===== src/hw/limit_mon_pkg.sv =====
// Purpose: shared constants and types for the limit monitor and event counter
// Assumes: 32-bit classic wishbone register access, signed process values
// Notes: offsets are byte addresses of word registers

package limit_mon_pkg;

    // ----------------------------------------------------------------
    // register map
    // ----------------------------------------------------------------
    localparam logic [7:0] CTRL_OFS = 8'h00;
    localparam logic [7:0] UPPER_OFS = 8'h04;
    localparam logic [7:0] LOWER_OFS = 8'h08;
    localparam logic [7:0] HYST_OFS = 8'h0C;
    localparam logic [7:0] THRESH_OFS = 8'h10;
    localparam logic [7:0] STAT_OFS = 8'h14;
    localparam logic [7:0] OVER_CNT_OFS = 8'h18;
    localparam logic [7:0] UNDER_CNT_OFS = 8'h1C;
    localparam logic [7:0] CMD_OFS = 8'h20;
    localparam logic [7:0] IRQ_STAT_OFS = 8'h24;
    localparam logic [7:0] IRQ_MASK_OFS = 8'h28;
    localparam logic [7:0] VALUE_OFS = 8'h2C;

    // ----------------------------------------------------------------
    // control fields
    // ----------------------------------------------------------------
    localparam int CTRL_EN_BIT = 0;
    localparam int CTRL_OVER_ACT_LSB = 4;
    localparam int CTRL_UNDER_ACT_LSB = 8;
    localparam int CTRL_SEL_LSB = 12;
    localparam int CMD_RESET_ACK_BIT = 0;

    // status bit positions: live alarm, then latched outputs
    localparam int ST_PV_ALARM = 0;
    localparam int ST_LATCH_ALARM = 1;
    localparam int ST_MAINT_DEM = 2;
    localparam int ST_MAINT_REQ = 3;

    // interrupt event positions
    localparam int IRQ_N = 4;
    localparam int IRQ_OVER_EV = 0;
    localparam int IRQ_UNDER_EV = 1;
    localparam int IRQ_LATCH = 2;
    localparam int IRQ_PV_ALARM = 3;

    localparam logic [31:0] CTRL_RST = 32'h0000_0000;
    localparam logic [31:0] ZERO_WORD = 32'h0000_0000;

    typedef enum logic [1:0] {
        ACT_DISABLED,
        ACT_PV_ALARM,
        ACT_MAINT_DEM,
        ACT_MAINT_REQ
    } action_e;

    // latched counter-triggered outputs
    typedef struct packed {
        logic pv_alarm;
        logic maint_dem;
        logic maint_req;
    } latch_s;

endpackage


===== src/hw/limit_monitor_event_counter.sv =====
// Purpose: limit monitoring with overrun/underrun event counting and latched actions
// Assumes: process values synchronous to clk_i, one selected per channel
// Notes: classic wishbone slave, one-cycle ack, level interrupt

`timescale 1ns/1ns

module limit_monitor_event_counter
    import limit_mon_pkg::*;
#(
    parameter int VAL_W = 24,
    parameter int CNT_W = 16,
    parameter int N_SRC = 4,
    parameter int SEL_W = 2
) (
    // clock and reset
    input wire logic clk_i,
    input wire logic rst_i,
    // wishbone slave
    input wire logic cyc_i,
    input wire logic stb_i,
    input wire logic we_i,
    input wire logic [7:0] adr_i,
    input wire logic [3:0] sel_i,
    input wire logic [31:0] dat_i,
    output logic [31:0] dat_o,
    output logic ack_o,
    // process values, packed source by source
    input wire logic [N_SRC*VAL_W-1:0] pv_i,
    // alarm and warning outputs
    output logic pv_alarm_o,
    output logic maint_dem_o,
    output logic maint_req_o,
    output logic irq_o
);

    // ------------------------------------------------------------
    // registers
    // ------------------------------------------------------------
    logic [31:0] ctrl_r, ctrl_nxt;
    logic signed [VAL_W-1:0] upper_r, upper_nxt, lower_r, lower_nxt;
    logic [VAL_W-1:0] hyst_r, hyst_nxt;
    logic [CNT_W-1:0] thresh_r, thresh_nxt;
    logic [CNT_W-1:0] over_cnt_r, over_cnt_nxt, under_cnt_r, under_cnt_nxt;
    logic over_arm_r, over_arm_nxt, under_arm_r, under_arm_nxt;
    latch_s over_lat_r, over_lat_nxt, under_lat_r, under_lat_nxt;
    logic [IRQ_N-1:0] irq_stat_r, irq_stat_nxt, irq_mask_r, irq_mask_nxt;
    logic [31:0] dat_r, dat_nxt;
    logic ack_r, ack_nxt;
    logic pv_alarm_r, pv_alarm_nxt, maint_dem_r, maint_dem_nxt, maint_req_r, maint_req_nxt;
    logic irq_r, irq_nxt;

    // ------------------------------------------------------------
    // value selection and comparisons
    // ------------------------------------------------------------
    logic signed [VAL_W-1:0] pv_src [N_SRC];
    logic signed [VAL_W-1:0] val;
    logic signed [VAL_W:0] lo_minus_h, lo_plus_h;
    logic above, below, over_ev, under_ev, hyst_on, acc, wr;
    logic [SEL_W-1:0] src_sel;
    action_e over_act, under_act;

    genvar g;
    generate
        for (g = 0; g < N_SRC; g++) begin : g_src
            assign pv_src[g] = pv_i[g*VAL_W +: VAL_W];
        end
    endgenerate

    assign src_sel = ctrl_r[CTRL_SEL_LSB +: SEL_W];
    assign val = pv_src[src_sel];
    assign over_act = action_e'(ctrl_r[CTRL_OVER_ACT_LSB +: 2]);
    assign under_act = action_e'(ctrl_r[CTRL_UNDER_ACT_LSB +: 2]);
    // widened by one bit so lower limit +/- hysteresis cannot wrap while hysteresis is at most half the value range
    assign lo_minus_h = {lower_r[VAL_W-1], lower_r} - {1'b0, hyst_r};
    assign lo_plus_h = {lower_r[VAL_W-1], lower_r} + {1'b0, hyst_r};
    assign above = val > upper_r;
    assign below = val < lower_r;
    assign hyst_on = hyst_r != '0;
    assign over_ev = above && over_arm_r;
    assign under_ev = below && under_arm_r;
    assign acc = cyc_i && stb_i && !ack_r;
    assign wr = acc && we_i;

    function automatic logic [31:0] merge(input logic [31:0] old, input logic [31:0] nw, input logic [3:0] be);
        logic [31:0] res;
        res = old;
        for (int b = 0; b < 4; b++) begin
            if (be[b]) begin
                res[b*8 +: 8] = nw[b*8 +: 8];
            end
        end
        return res;
    endfunction

    function automatic latch_s fire(input latch_s cur, input action_e act);
        latch_s res;
        res = cur;
        unique case (act)
            ACT_DISABLED: res = cur;
            ACT_PV_ALARM: res.pv_alarm = 1'b1;
            ACT_MAINT_DEM: res.maint_dem = 1'b1;
            ACT_MAINT_REQ: res.maint_req = 1'b1;
        endcase
        return res;
    endfunction

    // ------------------------------------------------------------
    // next state
    // ------------------------------------------------------------
    always_comb begin
        logic rst_ack;
        logic [31:0] wm;
        logic [IRQ_N-1:0] ev;
        rst_ack = 1'b0;
        wm = merge(ZERO_WORD, dat_i, sel_i);
        ev = '0;
        ctrl_nxt = ctrl_r;
        upper_nxt = upper_r;
        lower_nxt = lower_r;
        hyst_nxt = hyst_r;
        thresh_nxt = thresh_r;
        irq_mask_nxt = irq_mask_r;
        over_cnt_nxt = over_cnt_r;
        under_cnt_nxt = under_cnt_r;
        over_arm_nxt = over_arm_r;
        under_arm_nxt = under_arm_r;
        over_lat_nxt = over_lat_r;
        under_lat_nxt = under_lat_r;
        irq_stat_nxt = irq_stat_r;
        ack_nxt = acc;
        dat_nxt = ZERO_WORD;

        if (wr) begin
            unique case (adr_i)
                CTRL_OFS: ctrl_nxt = merge(ctrl_r, dat_i, sel_i);
                UPPER_OFS: upper_nxt = VAL_W'(merge(32'(upper_r), dat_i, sel_i));
                LOWER_OFS: lower_nxt = VAL_W'(merge(32'(lower_r), dat_i, sel_i));
                HYST_OFS: hyst_nxt = VAL_W'(merge(32'(hyst_r), dat_i, sel_i));
                THRESH_OFS: thresh_nxt = CNT_W'(merge(32'(thresh_r), dat_i, sel_i));
                IRQ_MASK_OFS: irq_mask_nxt = IRQ_N'(merge(32'(irq_mask_r), dat_i, sel_i));
                CMD_OFS: rst_ack = wm[CMD_RESET_ACK_BIT];
                IRQ_STAT_OFS: irq_stat_nxt = irq_stat_r & ~IRQ_N'(wm);
                default: ;
            endcase
        end else if (acc) begin
            unique case (adr_i)
                CTRL_OFS: dat_nxt = ctrl_r;
                UPPER_OFS: dat_nxt = 32'(upper_r);
                LOWER_OFS: dat_nxt = 32'(lower_r);
                HYST_OFS: dat_nxt = 32'(hyst_r);
                THRESH_OFS: dat_nxt = 32'(thresh_r);
                STAT_OFS: dat_nxt = {28'h000_0000, maint_req_r, maint_dem_r, pv_alarm_r | over_lat_r.pv_alarm
                                     | under_lat_r.pv_alarm, above | below};
                OVER_CNT_OFS: dat_nxt = 32'(over_cnt_r);
                UNDER_CNT_OFS: dat_nxt = 32'(under_cnt_r);
                IRQ_STAT_OFS: dat_nxt = 32'(irq_stat_r);
                IRQ_MASK_OFS: dat_nxt = 32'(irq_mask_r);
                VALUE_OFS: dat_nxt = 32'(val);
                default: dat_nxt = ZERO_WORD;
            endcase
        end

        // detector re-arm, plain or with hysteresis
        // a concatenation is unsigned, so the widened value is re-signed before comparing
        if (over_ev) begin
            over_arm_nxt = 1'b0;
        end else if (!over_arm_r) begin
            if (hyst_on) begin
                over_arm_nxt = $signed({val[VAL_W-1], val}) < lo_minus_h;
            end else begin
                over_arm_nxt = !above;
            end
        end
        if (under_ev) begin
            under_arm_nxt = 1'b0;
        end else if (!under_arm_r) begin
            if (hyst_on) begin
                under_arm_nxt = $signed({val[VAL_W-1], val}) > lo_plus_h;
            end else begin
                under_arm_nxt = !below;
            end
        end

        // counting goes on whatever the action; counters saturate
        if (over_ev && over_cnt_r != '1) begin
            over_cnt_nxt = over_cnt_r + 1'b1;
            if (over_cnt_nxt == thresh_r) begin
                over_lat_nxt = fire(over_lat_r, over_act);
            end
        end
        if (under_ev && under_cnt_r != '1) begin
            under_cnt_nxt = under_cnt_r + 1'b1;
            if (under_cnt_nxt == thresh_r) begin
                under_lat_nxt = fire(under_lat_r, under_act);
            end
        end

        if (rst_ack) begin
            over_cnt_nxt = '0;
            under_cnt_nxt = '0;
            over_lat_nxt = '0;
            under_lat_nxt = '0;
            over_arm_nxt = 1'b1;
            under_arm_nxt = 1'b1;
        end

        // events set after any clear so a coincident event wins
        pv_alarm_nxt = ctrl_r[CTRL_EN_BIT] && (above || below);
        ev[IRQ_OVER_EV] = over_ev;
        ev[IRQ_UNDER_EV] = under_ev;
        ev[IRQ_LATCH] = (over_lat_nxt & ~over_lat_r) != '0 || (under_lat_nxt & ~under_lat_r) != '0;
        ev[IRQ_PV_ALARM] = pv_alarm_nxt && !pv_alarm_r;
        irq_stat_nxt = irq_stat_nxt | ev;

        maint_dem_nxt = over_lat_nxt.maint_dem | under_lat_nxt.maint_dem;
        maint_req_nxt = over_lat_nxt.maint_req | under_lat_nxt.maint_req;
        irq_nxt = (irq_stat_nxt & irq_mask_nxt) != '0;
    end

    // ------------------------------------------------------------
    // registering
    // ------------------------------------------------------------
    always_ff @(posedge clk_i) begin
        if (rst_i) begin
            ctrl_r <= CTRL_RST;
            upper_r <= '0;
            lower_r <= '0;
            hyst_r <= '0;
            thresh_r <= '0;
            irq_mask_r <= '0;
            irq_stat_r <= '0;
            over_cnt_r <= '0;
            under_cnt_r <= '0;
            over_arm_r <= 1'b1;
            under_arm_r <= 1'b1;
            over_lat_r <= '0;
            under_lat_r <= '0;
            dat_r <= '0;
            ack_r <= 1'b0;
            pv_alarm_r <= 1'b0;
            maint_dem_r <= 1'b0;
            maint_req_r <= 1'b0;
            irq_r <= 1'b0;
        end else begin
            ctrl_r <= ctrl_nxt;
            upper_r <= upper_nxt;
            lower_r <= lower_nxt;
            hyst_r <= hyst_nxt;
            thresh_r <= thresh_nxt;
            irq_mask_r <= irq_mask_nxt;
            irq_stat_r <= irq_stat_nxt;
            over_cnt_r <= over_cnt_nxt;
            under_cnt_r <= under_cnt_nxt;
            over_arm_r <= over_arm_nxt;
            under_arm_r <= under_arm_nxt;
            over_lat_r <= over_lat_nxt;
            under_lat_r <= under_lat_nxt;
            dat_r <= dat_nxt;
            ack_r <= ack_nxt;
            pv_alarm_r <= pv_alarm_nxt;
            maint_dem_r <= maint_dem_nxt;
            maint_req_r <= maint_req_nxt;
            irq_r <= irq_nxt;
        end
    end

    // latched alarm from the counters merges onto the same alarm pin
    logic pv_out_r;
    always_ff @(posedge clk_i) begin
        if (rst_i) begin
            pv_out_r <= 1'b0;
        end else begin
            pv_out_r <= pv_alarm_nxt | over_lat_nxt.pv_alarm | under_lat_nxt.pv_alarm;
        end
    end

    assign pv_alarm_o = pv_out_r;
    assign maint_dem_o = maint_dem_r;
    assign maint_req_o = maint_req_r;
    assign irq_o = irq_r;
    assign dat_o = dat_r;
    assign ack_o = ack_r;

endmodule


===== config.mk =====
export PLATFORM = sky130hd
export DESIGN_NAME = limit_monitor_event_counter
export DESIGN_NICKNAME = d
export VERILOG_FILES = /design/src/hw/limit_mon_pkg.sv /design/src/hw/limit_monitor_event_counter.sv
export SDC_FILE = /design/constraint.sdc
export NUM_CORES = 1
export LEC_CHECK = 0
export BUFFER_PORTS_ARGS = -buffer_cell sky130_fd_sc_hd__buf_2
export CAP_MARGIN = 40
export CORE_MARGIN = 4
export CORE_UTILIZATION = 32
export DETAILED_ROUTE_END_ITERATION = 7
export PLACE_DENSITY = 0.6
export SYNTH_ARGS = -nofsm -noshare
export SYNTH_HDL_FRONTEND = slang
export SYNTH_SLANG_ARGS = --single-unit

===== constraint.sdc =====
create_clock -name clk_i -period 9.7 [get_ports clk_i]
set_input_delay 0 -clock clk_i [delete_from_list [all_inputs] [get_ports clk_i]]
set_output_delay 0 -clock clk_i [all_outputs]
set_load 0.05 [all_outputs]

==> run metrics <==
chip width=221.0 um; crit path to=under_arm_r$_SDFF_PP1_; drt total wl=51730 um; Final setup viols=0; worst rel slew slack=39.31%; worst slack, placed=4769 ps; placer congestion estimate=0.9042; layout cells sized above 1=14.06%; met1 GRT Util=27.53%; TritonCTS clock tree=done; Hold Slack=136.8 ps; final total power=1.855 mW; critical setup path kind=reg -> reg; via/cell ratio=5.606; CTS Sinks=206; setup bufs post-CTS=0; # rows=77; EDFF count, synth=0; routing usage on met3=2.571%; gr usage total=20.18%; number of global-route vias before repair=14089; worst slew pin tran=910.4 ps; Mapped Nets=2114; Remaining DRCs=0; kind of end point of the critical path=flop; worst skew pair latency=540 ps; ANT nets after route=0; CTS root buf=clkbuf_16; Fin Setup TNS=0 ps; CTS resizes=0; first-pass GRT wire length=80500 um; I/O pins=182; DP Wirelength=38890 um; number of antenna violations at the first check in global routing=0; Reg2Reg Depth=16; Cell Pwr Density=108.7 nW/um^2; met2 usage=33.54%; async set-reset flop share out of synthesis=0%; Final Hold Vio Count=0; # H-tree levels=1; Leakage=6.295 nW; Tightest Hold Check Type=in -> reg; Setup WS post-layout=4690 ps; status=finished, final reports clean; Seq cells post-synth=206; critical path startpoint=hyst_r[8]$_SDFFE_PP0P_; r2r setup slk=4690 ps; TritonCTS Buffers=23; NumNets Final=2279; Yosys Warn Count=0; GRT Max-Usage Layer=met2; routed vias=14526; r2r endpoint=under_arm_r$_SDFF_PP1_; DIE AREA=48840 um^2; minimum clock period=5010 ps; Slew Limit Fails=0; Die H=221.0 um; Port Buf Inserts=181; worst reg2reg startpoint=hyst_r[8]$_SDFFE_PP0P_; initial core utilization=32.62%; Mean Syn Cell Area=7.973 um^2; most common flop cell mapped by yosys=dfxtp_1; Area Overhead vs Synth=17.54%; fillers=4628; CTS Hold Bufs=43; Synth Instances=1821; RSZ-0062 raised after global routing=false; register area share after synthesis=28.40%; Longest Clk Path Bufs=3; Worst IR Drop VDD=0.1022 mV; Synth cell types=78; critical path peak fanout=6; largest net degree at the start of global routing=79; first-pass detailed-route iteration total=8; clock skew=33.74 ps; Startpoint Class=flop; n_diodes=0; clock slew seen by the registers of the worst setup and hold paths=70 ps; Arr. time, crit path=5390 ps; fmax=199.6 MHz; CP required=10080 ps; core area=44510 um^2; Max Cap Violations=0; GRT overflow=0; Final period util=51.65%; WL/cell=19.97 um; drt initial violations=1366; Mapped Area=14520 um^2
==> final cells by class <==
type	count	area [um^2]	share of cell area (%)
multi-input combinational	1408	9630	56.43
sequential	206	4125	24.17
timing repair buffer	242	1486	8.710
tap	592	740.7	4.340
clock buffer	24	579.3	3.395
inverter	105	394.1	2.310
clock inverter	14	108.9	0.6379
==> cell usage in the layout (no fill, tap or decap), types with 9 or more instances in the layout <==
master / Yosys / routed
nand2_1: 229 / 229
dfxtp_1: 206 / 205
a21oi_1: 200 / 200
buf_2: 5 / 180
ha_1: 146 / 146
nand3_1: 122 / 122
inv_1: 105 / 105
nor2_1: 109 / 103
a22oi_1: 74 / 74
xnor2_1: 63 / 63
o21ai_0: 45 / 45
xor2_1: 44 / 44
dlygate4sd3_1: 0 / 43
nor3_1: 26 / 26
nand4_1: 25 / 25
mux4_2: 23 / 23
clkbuf_16: 0 / 23
a21o_1: 22 / 22
nor2b_1: 19 / 19
buf_4: 0 / 18
o21a_1: 16 / 16
a31oi_1: 16 / 16
a41oi_1: 16 / 16
nor4_1: 15 / 15
mux2i_1: 13 / 13
a211oi_1: 11 / 11
or3_1: 11 / 11
and3_1: 11 / 11
o31ai_1: 10 / 10
and4_1: 10 / 10
o21bai_1: 9 / 9
nand2b_1: 9 / 9
and2_1: 9 / 9
==> cell families after synthesis <==
family,share of synthesized area [%]
mux,4.645
simple gates,20.79
buf+inv,5.507
compound gates,21.35
fa+ha+maj,12.86
xor+xnor,6.455
flops,28.40
==> power breakdown <==
| part | internal [mW] | switching (mW) | leakage (nW) |
|---|---|---|---|
| registers | 0.849 | 0.00604 | 1.66 |
| clock network | 0.439 | 0.378 | 0.323 |
| logic | 0.0759 | 0.107 | 4.31 |
| total | 1.36 | 0.491 | 6.30 |
==> layer usage <==
metal  up-vias  part of all wire, %
met4         0                  3.2
li1       6916                    -
met2       589                   46
met5         -                    0
met3        98                  6.6
met1      6923                   44
==> metrics by stage <==
step / std cells / area [um^2] / utilization (%)
2_1_floorplan: 1821 / 14520 / -
3_3_place_gp: 2507 / 15910 / 35.75
3_5_place_dp: 2510 / 15950 / 35.83
4_1_cts: 2591 / 17070 / 38.34
5_1_grt: 2591 / 17070 / 38.34
6_report: 2591 / 17070 / 38.34
==> cells in the mapped netlist, types with 19 or more instances <==
library cell	instances	area (um^2)
nor3_1	26	130.1
nand2_1	229	859.6
ha_1	146	1827
nor2_1	109	409.1
a21o_1	22	165.2
dfxtp_1	206	4124
xor2_1	44	385.4
a22oi_1	74	555.5
clkbuf_1	88	330.3
nand3_1	122	610.6
mux4_2	23	518.0
nand4_1	25	156.4
a21oi_1	200	1001
inv_1	105	394.1
nor2b_1	19	118.9
xnor2_1	63	551.8
o21ai_0	45	225.2
==> sequential cells by signal, indices dropped and copies added (netlist names) <==
signal / cells
upper_r: 24
maint_dem_o: 1
irq_o: 1
hyst_r: 24
irq_mask_r: 4
ctrl_r: 32
over_lat_r: 3
thresh_r: 16
dat_o: 32
over_arm_r: 1
lower_r: 24
ack_o: 1
over_cnt_r: 16
irq_stat_r: 4
under_lat_r: 3
pv_alarm_r: 1
maint_req_o: 1
pv_alarm_o: 1
under_arm_r: 1
under_cnt_r: 16
==> how the worst min path moves through the flow <==
stage                               end  cells after the start      start  slack (ps)
2_1_floorplan  irq_mask_r[0]$_SDFF_PP0_                      1      rst_i          80
3_3_place_gp    ctrl_r[24]$_SDFFE_PP0P_                      3  dat_i[24]         230
3_5_place_dp    ctrl_r[25]$_SDFFE_PP0P_                      3  dat_i[25]         240
4_1_cts        thresh_r[4]$_SDFFE_PP0P_                      5   sel_i[0]         110
5_1_grt        thresh_r[0]$_SDFFE_PP0P_                      5   sel_i[0]         160
6_report       thresh_r[0]$_SDFFE_PP0P_                      5   sel_i[0]         140
==> critical path, stage by stage, from the launching register on <==
cell and delay [ps]:
dfxtp_1 480, inv_1 80, ha_1 360, or3_1 420, nor3_1 500, a311oi_1 270
o41ai_1 640, a21oi_1 180, o31ai_1 260, xor2_1 190, ha_1 260, a211oi_1 180
o21ai_0 190, nor4_1 270, o21ai_0 140, a41o_1 290, a2bb2oi_1 130
Note: power is estimated with default switching activity, not from simulation.
